## config.mk

```make
export PLATFORM = sky130hd
export DESIGN_NAME = rwdc_top
export DESIGN_NICKNAME = d
export VERILOG_FILES = /design/src/hw/rwdc_pkg.sv /design/src/hw/rwdc_top.sv
export VERILOG_INCLUDE_DIRS = /design/src /design/src/hw
export SDC_FILE = /design/constraint.sdc
export NUM_CORES = 1
export LEC_CHECK = 0
export BUFFER_PORTS_ARGS = -buffer_cell sky130_fd_sc_hd__buf_2
export CAP_MARGIN = 10
export CORE_MARGIN = 5
export CORE_UTILIZATION = 55
export CTS_BUF_LIST = sky130_fd_sc_hd__clkbuf_2
export DETAILED_ROUTE_END_ITERATION = 8
export PLACE_DENSITY = 0.72
export SETUP_SLACK_MARGIN = 0.05
export SLEW_MARGIN = 20
export SYNTH_ARGS = -nofsm -noshare
export SYNTH_HDL_FRONTEND = slang
export SYNTH_SLANG_ARGS = --single-unit
```

## constraint.sdc

```tcl
create_clock -name mclk_i -period 4.3 [get_ports mclk_i]
set_input_delay 0.86 -clock mclk_i [delete_from_list [all_inputs] [get_ports mclk_i]]
set_output_delay 0.86 -clock mclk_i [all_outputs]
set_load 0.01 [all_outputs]
```

## src/hw/rwdc_params.svh

```systemverilog
/*
 Constants of the reset and watchdog controller: offsets, field positions,
 reset values and timing counts. Assumes a 125 MHz system clock.
*/
// Notes on behaviour
// - Reset clears control registers; core restarts afterwards.
// - I/O reset follows pin sources without any clock; brown-out and watchdog come through flops.
// - Fuse-selected delay stretches internal reset after sources.
// - Five sources: supply, pin, watchdog, brown-out, scan.
// - Pin low beyond minimum width causes reset.
// - Supply loss reasserts at once; rise starts delay.
// - Enabled brown-out asserts reset; recovery starts delay.
// - Brown-out dips shorter than detect time ignored.
// - Scan reset bit holds reset while one.
// - Watchdog reset is one-cycle pulse, then delay.
// - Watchdog counts its own slow oscillator.
// - Restart clears counter; else time-out acts.
// - Interrupt mode expiry raises wake-capable interrupt.
// - Combined mode: interrupt first, then reset mode.
// - Always-on fuse forces reset mode, irq off.
// - Step one writes change and reset enables.
// - Within four cycles, one write changes fields.
// - Time-out selectable from 16 ms to 8 s.
// - Watchdog stays enabled after a watchdog reset.
// - Watchdog reset flag forces reset enable on.
// - Change enable self-clears after four cycles.
// - Irq flag cleared by vector or writing one.
`ifndef RWDC_PARAMS_SVH
`define RWDC_PARAMS_SVH

`define RWDC_ADDR_WDCTL   4'h0
`define RWDC_ADDR_RSTFLG  4'h1

`define RWDC_WDCTL_IRQF   7
`define RWDC_WDCTL_IRQE   6
`define RWDC_WDCTL_PS3    5
`define RWDC_WDCTL_CE     4
`define RWDC_WDCTL_RE     3

`define RWDC_FLG_SCAN     3'd4
`define RWDC_FLG_WD       3'd3
`define RWDC_FLG_BOD      3'd2
`define RWDC_FLG_EXT      3'd1
`define RWDC_FLG_POR      3'd0

`define RWDC_PS_RST       4'h0
`define RWDC_PS_MAX       4'h9
`define RWDC_RSTFLG_RST   5'h01
`define RWDC_BOD_OFF      3'h7

`define RWDC_CE_WIN_CYC   3'h4
`define RWDC_WD_BASE_CYC  21'h000800
`define RWDC_MCLK_MHZ     125
`define RWDC_EXT_MIN_NS   1000
`define RWDC_BOD_MIN_NS   2000
`define RWDC_EXT_MIN_CYC  ((`RWDC_EXT_MIN_NS * `RWDC_MCLK_MHZ + 999) / 1000)
`define RWDC_BOD_MIN_CYC  ((`RWDC_BOD_MIN_NS * `RWDC_MCLK_MHZ + 999) / 1000)

`endif

```

## src/hw/rwdc_pkg.sv

```systemverilog
/*
 Types of the reset and watchdog controller: watchdog modes and the
 reset sequencer states. Assumes nothing of its surroundings.
*/
package rwdc_pkg;

    // Watchdog action on time-out
    typedef enum logic [3:0] {
        WD_STOP = 4'h1,
        WD_IRQ  = 4'h2,
        WD_RST  = 4'h4,
        WD_BOTH = 4'h8
    } rwdc_wd_mode_t;

    // Internal reset sequencer
    typedef enum logic [2:0] {
        RS_HOLD  = 3'h1,
        RS_DELAY = 3'h2,
        RS_RUN   = 3'h4
    } rwdc_rst_state_t;

endpackage : rwdc_pkg

```

## src/hw/rwdc_top.sv

```systemverilog
/*
 Reset controller with watchdog timer. Combines the reset sources,
 stretches the internal reset and runs the watchdog with its protected
 control register. Assumes pins and fuses are asynchronous to mclk_i,
 the slow watchdog oscillator is far slower than mclk_i, and the
 register port and restart/ack strobes are synchronous to mclk_i.
*/
`timescale 1ns/100ps
`include "rwdc_params.svh"

module rwdc_top #(
    parameter int unsigned DLY_UNIT_CYC = 8192
) (
    input  wire logic       mclk_i,
    input  wire logic       nrst_i,
    input  wire logic       por_i,
    input  wire logic       ext_rst_n_i,
    input  wire logic       bod_low_i,
    input  wire logic       scan_rst_i,
    input  wire logic       wd_osc_i,
    input  wire logic [2:0] brownout_level_fuse_i,
    input  wire logic [1:0] startup_time_fuse_i,
    input  wire logic [3:0] clock_select_fuse_i,
    input  wire logic       wd_always_on_fuse_i,
    input  wire logic       wd_restart_i,
    input  wire logic       wd_irq_ack_i,
    input  wire logic [3:0] reg_addr_i,
    input  wire logic [7:0] reg_wdata_i,
    input  wire logic       reg_wr_i,
    input  wire logic       reg_rd_i,
    output logic      [7:0] reg_rdata_o,
    output logic            io_rst_o,
    output logic            sys_rst_o,
    output logic            wd_irq_o
);
    import rwdc_pkg::*;

    localparam int SW = 15;
    localparam logic [11:0] EXT_MIN_CYC = 12'(`RWDC_EXT_MIN_CYC);
    localparam logic [11:0] BOD_MIN_CYC = 12'(`RWDC_BOD_MIN_CYC);

    logic [SW-1:0]   pin_raw;
    logic [SW-1:0]   sync1_r;
    logic [SW-1:0]   sync2_r;
    logic            por_s;
    logic            extn_s;
    logic            bodl_s;
    logic            scan_s;
    logic            osc_s;
    logic [2:0]      bodlvl_s;
    logic [1:0]      sut_s;
    logic [3:0]      clock_select_fuse_s;
    logic            aon_s;
    logic            osc_d_r;
    logic            tick;
    logic [11:0]     ext_cnt_r;
    logic            ext_acc_r;
    logic [11:0]     bod_cnt_r;
    logic            bod_acc_r;
    logic            bod_en;
    logic            srcs;
    logic            wd_rst_pulse_r;
    rwdc_rst_state_t rs_state_r;
    logic [23:0]     dly_cnt_r;
    logic [23:0]     dly_lim;
    logic [2:0]      dly_sel;
    logic            sys_rst_r;
    logic            ctrl_rst;
    logic            irqf_r;
    logic            irqe_r;
    logic            re_r;
    logic            re_eff;
    logic [3:0]      ps_r;
    logic [3:0]      ps_use;
    logic [2:0]      ce_win_r;
    logic            ce;
    logic            wr_ctl;
    logic            wr_flg;
    logic            step1;
    logic            in_win;
    rwdc_wd_mode_t   mode;
    logic [20:0]     wd_cnt_r;
    logic [20:0]     wd_lim;
    logic            timeout;
    logic            to_irq;
    logic            to_rst;
    logic [4:0]      rflag_r;
    logic [4:0]      flg_set;
    logic [4:0]      flg_clr;
    logic            flag_wd;
    logic [7:0]      rdata_r;
    logic            wd_irq_r;

    // Every pin and fuse passes two flops before use, save the raw pin terms of io_rst_o
    assign pin_raw = {por_i, ext_rst_n_i, bod_low_i, scan_rst_i, wd_osc_i,
                      brownout_level_fuse_i, startup_time_fuse_i,
                      clock_select_fuse_i, wd_always_on_fuse_i};

    generate
        for (genvar g = 0; g < SW; g++) begin : g_sync
            always_ff @(posedge mclk_i) begin
                if (!nrst_i) begin
                    sync1_r[g] <= 1'b0;
                    sync2_r[g] <= 1'b0;
                end else begin
                    sync1_r[g] <= pin_raw[g];
                    sync2_r[g] <= sync1_r[g];
                end
            end
        end
    endgenerate

    // Field view of the synchronised pins
    assign por_s    = sync2_r[14];
    assign extn_s   = sync2_r[13];
    assign bodl_s   = sync2_r[12];
    assign scan_s   = sync2_r[11];
    assign osc_s    = sync2_r[10];
    assign bodlvl_s = sync2_r[9:7];
    assign sut_s    = sync2_r[6:5];
    assign clock_select_fuse_s  = sync2_r[4:1];
    assign aon_s    = sync2_r[0];

    // Rising edge of the slow oscillator gives the watchdog tick
    always_ff @(posedge mclk_i) begin
        if (!nrst_i) begin
            osc_d_r <= 1'b0;
        end else begin
            osc_d_r <= osc_s;
        end
    end
    assign tick = osc_s & ~osc_d_r;

    // Reset pin must stay low for the minimum width to count
    always_ff @(posedge mclk_i) begin
        if (!nrst_i) begin
            ext_cnt_r <= 12'h000;
            ext_acc_r <= 1'b0;
        end else if (extn_s) begin
            ext_cnt_r <= 12'h000;
            ext_acc_r <= 1'b0;
        end else if (ext_cnt_r == EXT_MIN_CYC) begin
            ext_acc_r <= 1'b1;
        end else begin
            ext_cnt_r <= ext_cnt_r + 12'h001;
        end
    end

    // Brown-out filter; short dips never reach the reset tree
    assign bod_en = (bodlvl_s != `RWDC_BOD_OFF);

    always_ff @(posedge mclk_i) begin
        if (!nrst_i) begin
            bod_cnt_r <= 12'h000;
            bod_acc_r <= 1'b0;
        end else if (!(bodl_s && bod_en)) begin
            bod_cnt_r <= 12'h000;
            bod_acc_r <= 1'b0;
        end else if (bod_cnt_r == BOD_MIN_CYC) begin
            bod_acc_r <= 1'b1;
        end else begin
            bod_cnt_r <= bod_cnt_r + 12'h001;
        end
    end

    // Path to the ports; pins unclocked, brown-out and watchdog terms from flops
    assign io_rst_o = ~nrst_i | por_i | ~ext_rst_n_i | scan_rst_i
                    | bod_acc_r | wd_rst_pulse_r;

    // OR of the five sources
    assign srcs = por_s | ext_acc_r | bod_acc_r | scan_s
                | wd_rst_pulse_r;

    // Delay length from start-up and clock-select fuses
    assign dly_sel = {clock_select_fuse_s[3], sut_s};
    assign dly_lim = 24'(DLY_UNIT_CYC) << dly_sel;

    // Sequencer: hold while any source, then stretch, then run
    always_ff @(posedge mclk_i) begin
        if (!nrst_i) begin
            rs_state_r <= RS_HOLD;
            dly_cnt_r  <= 24'h000000;
            sys_rst_r  <= 1'b1;
        end else if (srcs) begin
            rs_state_r <= RS_HOLD;
            dly_cnt_r  <= 24'h000000;
            sys_rst_r  <= 1'b1;
        end else begin
            unique case (rs_state_r)
                RS_HOLD: begin
                    rs_state_r <= RS_DELAY;
                    dly_cnt_r  <= 24'h000000;
                end
                RS_DELAY: begin
                    if (dly_cnt_r >= dly_lim - 24'h000001) begin
                        rs_state_r <= RS_RUN;
                        sys_rst_r  <= 1'b0;
                    end else begin
                        dly_cnt_r <= dly_cnt_r + 24'h000001;
                    end
                end
                RS_RUN: begin
                    sys_rst_r <= 1'b0;
                end
            endcase
        end
    end

    // Control registers return to initial values under internal reset
    assign ctrl_rst = ~nrst_i | sys_rst_r;

    // Register port decode
    assign wr_ctl  = reg_wr_i && (reg_addr_i == `RWDC_ADDR_WDCTL);
    assign wr_flg  = reg_wr_i && (reg_addr_i == `RWDC_ADDR_RSTFLG);
    assign ce      = (ce_win_r != 3'h0);
    assign step1   = wr_ctl && reg_wdata_i[`RWDC_WDCTL_CE]
                  && reg_wdata_i[`RWDC_WDCTL_RE];
    assign in_win  = wr_ctl && ce && !reg_wdata_i[`RWDC_WDCTL_CE];
    assign flag_wd = rflag_r[`RWDC_FLG_WD];
    assign re_eff  = re_r | flag_wd | aon_s;

    // Change window: opens on step one, shuts after four cycles or a use
    always_ff @(posedge mclk_i) begin
        if (ctrl_rst) begin
            ce_win_r <= 3'h0;
        end else if (step1) begin
            ce_win_r <= `RWDC_CE_WIN_CYC;
        end else if (in_win) begin
            ce_win_r <= 3'h0;
        end else if (ce) begin
            ce_win_r <= ce_win_r - 3'h1;
        end
    end

    // Reset enable: set freely, cleared only inside the window
    always_ff @(posedge mclk_i) begin
        if (ctrl_rst) begin
            re_r <= 1'b0;
        end else if (aon_s || flag_wd) begin
            re_r <= 1'b1;
        end else if (in_win) begin
            re_r <= reg_wdata_i[`RWDC_WDCTL_RE];
        end else if (wr_ctl && reg_wdata_i[`RWDC_WDCTL_RE]) begin
            re_r <= 1'b1;
        end
    end

    // Prescale changes only inside the window
    always_ff @(posedge mclk_i) begin
        if (ctrl_rst) begin
            ps_r <= `RWDC_PS_RST;
        end else if (in_win) begin
            ps_r <= {reg_wdata_i[`RWDC_WDCTL_PS3], reg_wdata_i[2:0]};
        end
    end

    // Interrupt enable; hardware clear beats a software write
    always_ff @(posedge mclk_i) begin
        if (ctrl_rst || aon_s) begin
            irqe_r <= 1'b0;
        end else if (to_irq && (mode == WD_BOTH)) begin
            irqe_r <= 1'b0;
        end else if (wd_irq_ack_i && re_eff) begin
            irqe_r <= 1'b0;
        end else if (wr_ctl) begin
            irqe_r <= reg_wdata_i[`RWDC_WDCTL_IRQE];
        end
    end

    // Mode from the effective enables
    always_comb begin
        if (aon_s || (re_eff && !irqe_r)) begin
            mode = WD_RST;
        end else if (re_eff && irqe_r) begin
            mode = WD_BOTH;
        end else if (irqe_r) begin
            mode = WD_IRQ;
        end else begin
            mode = WD_STOP;
        end
    end

    // Reserved prescale codes behave as the longest period
    assign ps_use = (ps_r > `RWDC_PS_MAX) ? `RWDC_PS_MAX : ps_r;
    assign wd_lim = `RWDC_WD_BASE_CYC << ps_use;

    // Greater-or-equal guards a switch to a shorter period
    assign timeout = tick && (mode != WD_STOP)
                  && (wd_cnt_r >= wd_lim - 21'h000001);

    // Watchdog counter on oscillator ticks, cleared by restart
    always_ff @(posedge mclk_i) begin
        if (ctrl_rst || wd_restart_i || (mode == WD_STOP)) begin
            wd_cnt_r <= 21'h000000;
        end else if (timeout) begin
            wd_cnt_r <= 21'h000000;
        end else if (tick) begin
            wd_cnt_r <= wd_cnt_r + 21'h000001;
        end
    end

    // Time-out action per mode
    always_comb begin
        to_irq = 1'b0;
        to_rst = 1'b0;
        unique case (mode)
            WD_STOP: begin
            end
            WD_IRQ: begin
                to_irq = timeout;
            end
            WD_RST: begin
                to_rst = timeout;
            end
            WD_BOTH: begin
                to_irq = timeout;
            end
        endcase
    end

    // One-cycle internal reset pulse on a reset-mode time-out
    always_ff @(posedge mclk_i) begin
        if (!nrst_i) begin
            wd_rst_pulse_r <= 1'b0;
        end else begin
            wd_rst_pulse_r <= to_rst && !sys_rst_r;
        end
    end

    // Interrupt flag: set wins over vector or write-one clear
    always_ff @(posedge mclk_i) begin
        if (ctrl_rst) begin
            irqf_r <= 1'b0;
        end else if (to_irq) begin
            irqf_r <= 1'b1;
        end else if (wd_irq_ack_i || (wr_ctl && reg_wdata_i[`RWDC_WDCTL_IRQF])) begin
            irqf_r <= 1'b0;
        end
    end

    // Reset cause flags survive the internal reset; supply loss leaves only the power-on flag
    assign flg_set = {scan_s, wd_rst_pulse_r, bod_acc_r, ext_acc_r, 1'b0};
    assign flg_clr = wr_flg ? ~reg_wdata_i[4:0] : 5'h00;

    always_ff @(posedge mclk_i) begin
        if (!nrst_i || por_s) begin
            rflag_r <= `RWDC_RSTFLG_RST;
        end else begin
            rflag_r <= (rflag_r & ~flg_clr) | flg_set;
        end
    end

    // Read data stands only in the cycle after the strobe
    always_ff @(posedge mclk_i) begin
        if (!nrst_i || !reg_rd_i) begin
            rdata_r <= 8'h00;
        end else if (reg_addr_i == `RWDC_ADDR_WDCTL) begin
            rdata_r <= {irqf_r, irqe_r, ps_r[3], ce, re_eff, ps_r[2:0]};
        end else if (reg_addr_i == `RWDC_ADDR_RSTFLG) begin
            rdata_r <= {3'h0, rflag_r};
        end else begin
            rdata_r <= 8'h00;
        end
    end

    // Interrupt request, also used as wake-up
    always_ff @(posedge mclk_i) begin
        if (!nrst_i) begin
            wd_irq_r <= 1'b0;
        end else begin
            wd_irq_r <= irqf_r;
        end
    end

    assign reg_rdata_o = rdata_r;
    assign sys_rst_o   = sys_rst_r;
    assign wd_irq_o    = wd_irq_r;

endmodule : rwdc_top

```

==> impl_metrics.py, run 1 <==
metrics = {
    "floorplan": {
        "die_x_um": 111,
        "dieArea_sq_mm": 0.0124,
        "core_area_sq_mm": 0.0102,
        "start_util_pct": 55.5,
        "ios": 44,
        "placementRows": 37,
        "fp.dieH_um": 111,
    },
    "worst_setup_path": {
        "critPathLaunchType": "register",
        "end_kind": "register",
        "crit_arrival_ns": 4.16,
        "regToRegSetupSlack_ns": 0.71,
        "path_class": "reg -> reg",
        "worstPathMaxFanout": 27,
        "cp.required_ns": 4.87,
    },
    "global_route": {
        "grt_max_degree": 34,
        "busiest_layer": "met2",
        "grtUsageTotal_pct": 19.2,
        "grt_pass1_vias": 4465,
        "antenna_found_initial": 0,
        "grt_first_pass_wirelength_mm": 19.8,
        "use_met3_pct": 5.22,
        "grtUsageMet2_pct": 31.7,
        "grt_overflow_total": 0,
        "met1_usage_pct": 23.8,
    },
    "timing": {
        "setup_violations": 0,
        "tightest_slew_ns": 0.820,
        "min_period_ns": 3.59,
        "timing.setup.tns_ns": 0,
        "max_freq_mhz": 279,
        "slew_headroom_pct": 44.9,
        "skew_ns": 0.0201,
        "fin_crit_sh_pct": 83.5,
        "rsz0062_at_grt": "false",
        "slew_violations": 0,
        "hold_viol": 0,
    },
    "clocking": {
        "cts_buffer_depth": 2,
        "cts_made_buffers": 17,
        "cts.sinks": 125,
        "htree_levels": 4,
        "ctsResizeCount": 0,
        "cts_tree": "built",
        "cts-root-buf": "clkbuf_2",
        "worstSkewPairLatency_ns": 0.65,
        "post_cts_buffers": 0,
        "clk_pin_slew_ns": 0.16,
        "postCtsHoldBufs": 0,
    },
    "final_layout": {
        "area_growth_syn_to_layout_pct": 8.86,
        "final_core_util_pct": 60.4,
        "drive_gt1_share_pct": 11.5,
        "nNetsFinal": 746,
        "diodes": 0,
        "fillers": 944,
    },
    "pwr": {
        "p_sw_uw": 478,
        "switching_share_pct": 25.3,
        "p_clk_share_pct": 31.6,
        "ir_drop_mv": 0.205,
        "pwr-share-seq_pct": 62.7,
        "intPower_uw": 1410,
        "power_density_mw_per_mm2": 308,
        "comb_power_share_pct": 5.7,
        "p_leak_uw": 0.00228,
    },
    "routing": {
        "drc": 0,
        "drtIter0Drc": 281,
        "drt_wl_total_mm": 11.4,
        "ant_nets": 0,
        "viasPerCell": 5.50,
        "routed-via-count": 4583,
        "drt-pass1-iter-count": 5,
        "wl_per_cell_um": 13.6,
    },
    "logic_synthesis": {
        "synthArstFlopShare_pct": 0,
        "syn_avg_cell_area_sq_um": 8.81,
        "synth_edf_count": 0,
        "synthFlopType": "dfxtp_1",
        "yosys_warnings": 0,
        "seq_area_frac_synth_pct": 44.3,
        "synth_cells": 641,
        "synth_area_sq_mm": 0.00565,
        "ys_seq_elements": 125,
        "synth_fp_nets": 701,
        "synth.distinct_cells": 48,
    },
    "hold_path": {
        "min_path_type": "in -> reg",
    },
    "placed_design": {
        "dpl.hpwl_mm": 8.28,
        "io_buffers": 40,
        "gp_congestion": 0.821,
    },
    "run": {
        "drv_cap": 0,
    },
    "run_status": {
        "outcome": "finished, final reports clean",
    },
}
==> per-stage QoR <==
step / cells / hold WS, ns / area [sq um] / power (uW) / worst slack [ns]
2_1_floorplan: 641 / 0.412 / 5650 / 1280 / 1.05
3_3_place_gp: 803 / 0.413 / 5970 / 1320 / 0.868
3_5_place_dp: 803 / 0.419 / 5970 / 1320 / 0.743
4_1_cts: 834 / 0.316 / 6150 / 1920 / 0.706
5_1_grt: 834 / 0.320 / 6150 / 1990 / 0.415
6_report: 834 / 0.408 / 6150 / 1890 / 0.710
==> logic make-up after synthesis <==
kind of cell	count (synthesis)	share of synthesized area [%]
other cells	1	0.0664
xor+xnor	42	6.51
compound gates	104	11.8
simple gates	298	27.2
mux	10	1.79
flops	125	44.3
buf+inv	34	2.30
fa+ha+maj	27	5.98
==> critical path: stages (launching register included) <==
cell     delay (ns)
dfxtp_1        0.39
or3_1          0.39
ha_1           0.27
nor3_1         0.16
a21oi_1        0.06
o21a_1         0.17
ha_1           0.28
nand4_1        0.21
nor4_1         0.43
nand2_1        0.19
a31oi_4        0.57
o21ai_0        0.24
a21oi_1        0.16
==> sequential cells by signal, summed over array words and instances, names as in the netlist, 2 cells and up <==
register / flops
dly_cnt_r: 24
wd_cnt_r: 21
bod_cnt_r: 12
ext_cnt_r: 12
sync1_r: 12
reg_rdata_o: 8
rflag_r: 5
ps_r: 4
bodlvl_s: 3
ce_win_r: 3
rs_state_r: 3
dly_sel: 2
==> path summary, 6_finish.rpt <==
kind | depth (start not counted) | end | start
hold reg to reg | 1 | extn_s$_SDFF_PN0_ | sync1_r[13]$_SDFF_PN0_
hold / removal | 2 | sync1_r[9]$_SDFF_PN0_ | brownout_level_fuse_i[2]
setup reg to reg | 12 | dly_cnt_r[15]$_SDFFE_PP0P_ | dly_sel[0]$_SDFF_PN0_
setup / recovery | 12 | dly_cnt_r[15]$_SDFFE_PP0P_ | dly_sel[0]$_SDFF_PN0_
==> layer usage <==
metal | up-vias | part of all wire (%)
met1 | 2136 | 46
met5 | - | 0
met4 | 0 | 1.6
li1 | 2353 | -
met2 | 78 | 48
met3 | 16 | 3.9
==> cell type report <==
type                    count  area, sq um  share of cell area (%)
clock inverters            11         77.6                    1.26
repair buffers             42          215                    3.50
clock buffers              20          100                    1.63
inverters                  18         67.6                    1.10
multi-input cells         482         3020                    49.0
well taps                 136          170                    2.77
flip-flops and latches    125         2500                    40.7
==> power groups by stage <==
stage,clock [uW],sequential [uW],combinational (uW)
floorplan,0,1210,75.7
finish,599,1190,108
CTS,626,1190,108
global route,681,1190,122
detailed placement,0,1210,108
global placement,0,1210,105
==> synth_stat cells, types with 4 or more instances <==
cell	instances	area share (%)
or2_2	4	0.44
mux2i_1	9	1.6
inv_1	18	1.2
xor2_1	30	4.7
and4_1	9	1.4
or3_1	11	1.2
and3_1	6	0.66
nand3_1	31	2.7
a21o_1	9	1.2
nand4_1	23	2.5
o31ai_1	8	1.1
ha_1	27	6.0
nand2_1	42	2.8
nor2b_1	6	0.66
dfxtp_1	125	44
o21ai_0	26	2.3
a211oi_1	4	0.53
clkbuf_1	12	0.80
or4_1	7	0.93
xnor2_1	12	1.9
nor3_1	9	0.80
a21oi_1	38	3.4
nand2b_1	9	1.0
and2_1	32	3.5
nor2_1	90	6.0
nor4_1	8	0.89
==> cell usage in the layout (no fill, tap or decap), types with 4 or more instances in the layout <==
| cell | n |
|---|---|
| a21o_1 | 9 |
| a211oi_1 | 4 |
| nand3_1 | 31 |
| or3_1 | 11 |
| nor4_1 | 8 |
| nand4_1 | 23 |
| and4_1 | 9 |
| clkbuf_2 | 20 |
| mux2i_1 | 9 |
| nand2b_1 | 9 |
| nand2_1 | 42 |
| a21oi_1 | 38 |
| o21ai_0 | 25 |
| nor2_1 | 90 |
| dfxtp_1 | 125 |
| and2_1 | 32 |
| nor2b_1 | 6 |
| clkinv_2 | 5 |
| ha_1 | 27 |
| or4_1 | 7 |
| inv_1 | 18 |
| and3_1 | 6 |
| o31ai_1 | 8 |
| buf_2 | 40 |
| xnor2_1 | 12 |
| clkinv_1 | 4 |
| or2_2 | 4 |
| xor2_1 | 30 |
| nor3_1 | 9 |
Power figures use the tool's default switching activity.
==> run 2: changes to the inputs <==
Settings changed: PLACE_DENSITY 0.72 to 0.75.
Clock period 4.3 ns to 2.9 ns, I/O delays scaled along.
==> run 2 against run 1 <==
  * The flow now finishes with violations (setup timing)
  * Total power increased by 57%
  * Register-to-register slack got worse by 0.96 ns
  * Flip-flop and latch count unchanged
  * Largest cell class unchanged
  * Critical endpoint is now dly_cnt_r[8]$_SDFFE_PP0P_
  * Cell count grew 4.6%
==> impl_metrics.py, run 2 (same netlist as run 1, synthesis figures left out) <==
metrics = {
    "run_status": {
        "outcome": "complete, but fails checks",
        "violations": "setup timing",
    },
    "final_layout": {
        "largest_register_ffs": 24,
        "area_growth_syn_to_layout_pct": 20.7,
        "largest-register": "dly_cnt_r",
        "largestRegisters": "dly_cnt_r (24), wd_cnt_r (21)",
        "multi_input_area_sq_mm": 0.00332,
        "mostFrequentLayoutCell": "dfxtp_1",
        "diodes": 0,
        "stdcell_count": 872,
        "seq_area_sq_mm": 0.00251,
        "drive_gt1_share_pct": 23.4,
        "fillers": 788,
        "final_cell_mix": "dfxtp_1, nor2_1, buf_2, nand2_1, a21oi_1",
        "nNetsFinal": 784,
    },
    "timing": {
        "setup_violations": 22,
        "hold_slack_ns": 0.108,
        "rsz0062_at_grt": "true",
        "tightest_slew_ns": 0.855,
        "fin_crit_sh_pct": 108,
        "max_freq_mhz": 318,
        "min_period_ns": 3.14,
        "slew_headroom_pct": 42.8,
        "hold_viol": 0,
        "timing.setup.tns_ns": -3.73,
        "slew_violations": 0,
        "setup_slack_ns": -0.245,
        "skew_ns": 0.0295,
    },
    "global_route": {
        "grt_overflow_total": 0,
        "grt_max_degree": 34,
        "antenna_found_initial": 0,
        "grtUsageTotal_pct": 20.6,
        "grt_pass1_vias": 4835,
        "grt_first_pass_wirelength_mm": 21.3,
    },
    "clocking": {
        "cts.sinks": 125,
        "cts_tree": "built",
        "cts-root-buf": "clkbuf_2",
        "cts_made_buffers": 17,
        "postCtsHoldBufs": 0,
        "htree_levels": 4,
        "worstSkewPairLatency_ns": 0.66,
        "cts_buffer_depth": 2,
        "clk_pin_slew_ns": 0.19,
    },
    "run": {
        "drv_cap": 0,
    },
    "worst_setup_path": {
        "worstPathMaxFanout": 5,
        "end_kind": "register",
        "cp.required_ns": 3.51,
        "path_cells": "or3_4, ha_4, buf_6, a21oi_2, o21a_1, ha_4, a21o_1, a311o_1, o21ba_4, a31oi_4, buf_6, or4_4, a21oi_2",
        "critPathLaunchType": "register",
        "cp_slowest_cell": "or4_4",
        "slowest_delay_ns": 0.42,
        "path_class": "reg -> reg",
        "crit_arrival_ns": 3.76,
    },
    "placed_design": {
        "io_buffers": 40,
        "dp_cells": 825,
        "gp_congestion": 0.816,
        "dpl.hpwl_mm": 8.90,
    },
    "floorplan": {
        "fp.dieH_um": 111,
        "dieArea_sq_mm": 0.0124,
        "placementRows": 37,
        "start_util_pct": 55.5,
        "ios": 44,
        "die_x_um": 111,
        "core_area_sq_mm": 0.0102,
    },
    "routing": {
        "ant_nets": 0,
        "viasPerCell": 5.70,
        "routed-via-count": 4969,
        "drc": 0,
        "drtIter0Drc": 284,
        "drt_wl_total_mm": 13.1,
        "wl_per_cell_um": 15.0,
        "drt-pass1-iter-count": 5,
    },
    "pwr": {
        "p_leak_uw": 0.00252,
        "ir_drop_mv": 0.306,
        "power_uw": 2970,
        "power_density_mw_per_mm2": 435,
    },
    "hold_path": {
        "min_path_type": "in -> reg",
    },
}
-- run 2: changes by cell type in the layout (fill, tap and decap cells not counted), sizes merged --
cell,previous run,this run
a31oi,4,6
buf,42,78
clkbuf,20,17
clkinv,9,10
clkinvlp,1,2
inv,18,19
-- run 2: layer usage --
| metal | share of wire (%) | vias to the layer above | global-route usage [%] |
|---|---|---|---|
| li1 | - | 2426 | - |
| met4 | 2.7 | 0 | 8.68 |
| met3 | 5.5 | 36 | 5.16 |
| met2 | 49 | 166 | 35.5 |
| met1 | 43 | 2341 | 24.5 |
| met5 | 0 | - | 0 |
-- run 2: per-stage QoR --
stage / setup WS, ns / utilization [%] / cell area (sq um)
2_1_floorplan: -0.209 / - / 5670
3_3_place_gp: -0.266 / 60.3 / 6150
3_5_place_dp: -0.419 / 60.3 / 6150
4_1_cts: -0.242 / 64.3 / 6550
5_1_grt: -0.455 / 66.9 / 6820
6_report: -0.245 / 66.9 / 6820
-- run 2: cell type report --
type	instances	share of cell area [%]
well taps	136	2.50
flip-flops and latches	125	36.8
clock buffers	17	1.25
inverters	18	0.991
multi-input cells	484	48.8
repair buffers	78	7.86
clock inverters	14	1.82
-- run 2: path summary, 6_finish.rpt --
check	from	to	slack (ns)	cells past startpoint
worst max-delay path	dly_sel[0]$_SDFF_PN0_	dly_cnt_r[8]$_SDFFE_PP0P_	-0.24	13
worst min-delay path	brownout_level_fuse_i[2]	sync1_r[9]$_SDFF_PN0_	0.11	2
worst max register to register	dly_sel[0]$_SDFF_PN0_	dly_cnt_r[8]$_SDFFE_PP0P_	-0.24	13
worst min register to register	sync1_r[5]$_SDFF_PN0_	dly_sel[0]$_SDFF_PN0_	0.46	1
-- run 2: power by group --
part	leakage (uW)	total, uW	switching, uW	internal (uW)
combinational	0.00138	240	134	106
sequential	0.00102	1760	15.0	1740
clock	0.000125	968	663	304
total	0.00252	2970	813	2150
-- run 2: worst max-delay path: cells and delay by family, from the launching register on --
kind            cells  cell delay, ns
compound gates      7            1.25
fa+ha+maj           2            0.40
buf+inv             2            0.30
flops               1            0.35
simple gates        2            0.82
-- run 2: repair_timing --
item,CTS,global route
setup buffers,6,8
pin swaps,27,31
resized for setup,25,55
endpoints found under the setup margin,44,47
cloned,3,1
==> run 3: changes to the inputs <==
Settings changed: CORE_UTILIZATION 55 to 38, PLACE_DENSITY 0.75 to 0.55.
==> run 3 against run 2 <==
  * The run still ends with setup timing left
  * Worst setup slack got worse by 0.028 ns
  * Non-clock buffer count increased by 4
  * Routed wire length decreased by 3.7%
  * Register-to-register slack got worse by 0.03 ns
  * Critical path depth decreased by 1
  * Cell count increased by 6.0%
  * Critical path type unchanged
  * Critical endpoint is now dly_cnt_r[9]$_SDFFE_PP0P_
  * Largest power group unchanged
==> impl_metrics.py, run 3 (same netlist as run 1, synthesis figures left out) <==
metrics = {
    "worst_setup_path": {
        "regToRegSetupSlack_ns": -0.27,
        "critPathLaunchType": "register",
        "r2r_cells": 12,
        "crit_arrival_ns": 3.77,
        "worstPathMaxFanout": 7,
        "end_kind": "register",
        "path_class": "reg -> reg",
        "path_cells": "or3_4, ha_4, buf_6, a21oi_2, o21a_1, ha_4, a21o_1, a311o_1, o21ba_4, a31oi_4, or4_4, a21oi_2",
        "crit_family": "compound AO/OA/AOI/OAI gates",
        "r2r_start": "clock_select_fuse_s[3]$_SDFF_PN0_",
        "r2r_end": "dly_cnt_r[9]$_SDFFE_PP0P_",
        "slowest_delay_ns": 0.57,
        "cp.required_ns": 3.50,
        "critical_path_buf_inv_count": 1,
        "cp_slowest_cell": "or4_4",
        "critPathLaunch": "clock_select_fuse_s[3]$_SDFF_PN0_",
    },
    "routing": {
        "drtIter0Drc": 198,
        "drt_wl_total_mm": 12.6,
        "drc": 0,
        "viasPerCell": 5.10,
        "drt-pass1-iter-count": 5,
        "ant_nets": 0,
        "wl_per_cell_um": 13.7,
        "routed-via-count": 4717,
    },
    "floorplan": {
        "dieArea_sq_mm": 0.0174,
        "die_x_um": 132,
        "core_area_sq_mm": 0.0145,
        "fp.dieH_um": 132,
        "start_util_pct": 38.9,
        "ios": 44,
        "placementRows": 44,
    },
    "pwr": {
        "power_uw": 3110,
        "power_density_mw_per_mm2": 449,
        "ir_drop_mv": 0.316,
        "p_leak_uw": 0.00256,
    },
    "clocking": {
        "cts_made_buffers": 17,
        "cts_tree": "built",
        "postCtsHoldBufs": 0,
        "cts-root-buf": "clkbuf_2",
        "worstSkewPairLatency_ns": 0.68,
        "cts_buffer_depth": 2,
        "htree_levels": 4,
        "clk_pin_slew_ns": 0.18,
        "cts.sinks": 125,
    },
    "final_layout": {
        "largest_register_ffs": 24,
        "largest-register": "dly_cnt_r",
        "area_growth_syn_to_layout_pct": 22.5,
        "nNetsFinal": 787,
        "seq_area_sq_mm": 0.00251,
        "multi_input_area_sq_mm": 0.00330,
        "fillers": 1420,
        "drive_gt1_share_pct": 23.0,
        "finalInstanceArea_sq_mm": 0.00692,
        "largestRegisters": "dly_cnt_r (24), wd_cnt_r (21)",
        "mostFrequentLayoutCell": "dfxtp_1",
        "final_cell_mix": "dfxtp_1, nor2_1, buf_2, nand2_1, a21oi_1",
    },
    "timing": {
        "setup_slack_ns": -0.273,
        "skew_ns": 0.0369,
        "fin_crit_sh_pct": 109,
        "hold_slack_ns": 0.0969,
        "timing.setup.tns_ns": -4.02,
        "tightest_slew_ns": 0.668,
        "setup_violations": 22,
        "slew_headroom_pct": 55.1,
        "rsz0062_at_grt": "true",
        "min_period_ns": 3.17,
        "max_freq_mhz": 315,
        "slew_violations": 0,
        "hold_viol": 0,
    },
    "hold_path": {
        "hold_path_end": "sync1_r[7]$_SDFF_PN0_",
        "worstHoldStart": "brownout_level_fuse_i[0]",
        "min_path_type": "in -> reg",
        "min_path_cells": 2,
    },
    "placed_design": {
        "post-place-ws_ns": -0.317,
        "dpl_cell_area_sq_mm": 0.00624,
        "dpl.hpwl_mm": 8.89,
        "io_buffers": 40,
        "gp_congestion": 0.803,
    },
    "run": {
        "drv_cap": 0,
    },
    "global_route": {
        "antenna_found_initial": 1,
        "grt_overflow_total": 0,
        "grt_pass1_vias": 4482,
        "grtUsageTotal_pct": 14.2,
        "grt_max_degree": 34,
        "grt_first_pass_wirelength_mm": 20.6,
    },
    "run_status": {
        "violations": "setup timing",
        "outcome": "complete, but fails checks",
    },
}
-- run 3: changes by cell type in the layout (fill, tap and decap cells not counted), sizes merged, moves of 2 or more --
cell | before | now
buf | 78 | 82
bufinv | 1 | 3
diode | 0 | 2
clkinv | 10 | 7
-- run 3: how the worst max path moves through the flow --
stage	end	slack, ns	cells past startpoint
6_report	dly_cnt_r[9]$_SDFFE_PP0P_	-0.27	12
5_1_grt	dly_cnt_r[9]$_SDFFE_PP0P_	-0.37	15
4_1_cts	dly_cnt_r[7]$_SDFFE_PP0P_	-0.25	12
3_5_place_dp	dly_cnt_r[7]$_SDFFE_PP0P_	-0.32	12
3_3_place_gp	dly_cnt_r[14]$_SDFFE_PP0P_	-0.24	13
2_1_floorplan	dly_cnt_r[9]$_SDFFE_PP0P_	-0.21	13
-- run 3: power breakdown --
part	leakage (uW)	total [uW]	switching [uW]	internal [uW]
logic	0.00140	237	129	108
registers	0.00102	1760	14.7	1740
clock network	0.000141	1110	642	469
total	0.00256	3110	786	2320
-- run 3: stage by stage --
step | cells | util [%]
2_1_floorplan | 641 | -
3_3_place_gp | 878 | 43.0
3_5_place_dp | 878 | 43.0
4_1_cts | 917 | 46.2
5_1_grt | 924 | 47.6
6_report | 924 | 47.6
-- run 3: worst register-to-register path, cell delays in order (launching register included) --
cell and delay (ns):
dfxtp_2 0.36, or3_4 0.40, ha_4 0.20, buf_6 0.12, a21oi_2 0.11, o21a_1 0.19, ha_4 0.22, a21o_1 0.15
a311o_1 0.27, o21ba_4 0.27, a31oi_4 0.15, or4_4 0.57, a21oi_2 0.11
-- run 3: area by class of cell --
type	count	share of cell area, %
timing repair buffer	82	8.18
clock buffer	18	1.30
multi-input combinational	483	47.7
antenna	2	0.0723
clock inverter	12	2.15
tap	184	3.33
inverter	18	0.977
sequential	125	36.3
-- run 3: timing repair --
item / CTS / global route
gates resized for setup: 30 / 41
cloned: 2 / 0
setup endpoints to repair: 45 / 48
setup buffers: 8 / 5
pin swaps: 17 / 53
-- run 3: metal layers --
layer | global-route usage [%] | routed length (um) | vias up
met5 | 0 | 0 | -
met4 | 4.29 | 100 | 0
met3 | 4.50 | 497 | 9
met2 | 22.8 | 6110 | 69
met1 | 18.2 | 5920 | 2196
li1 | - | - | 2443
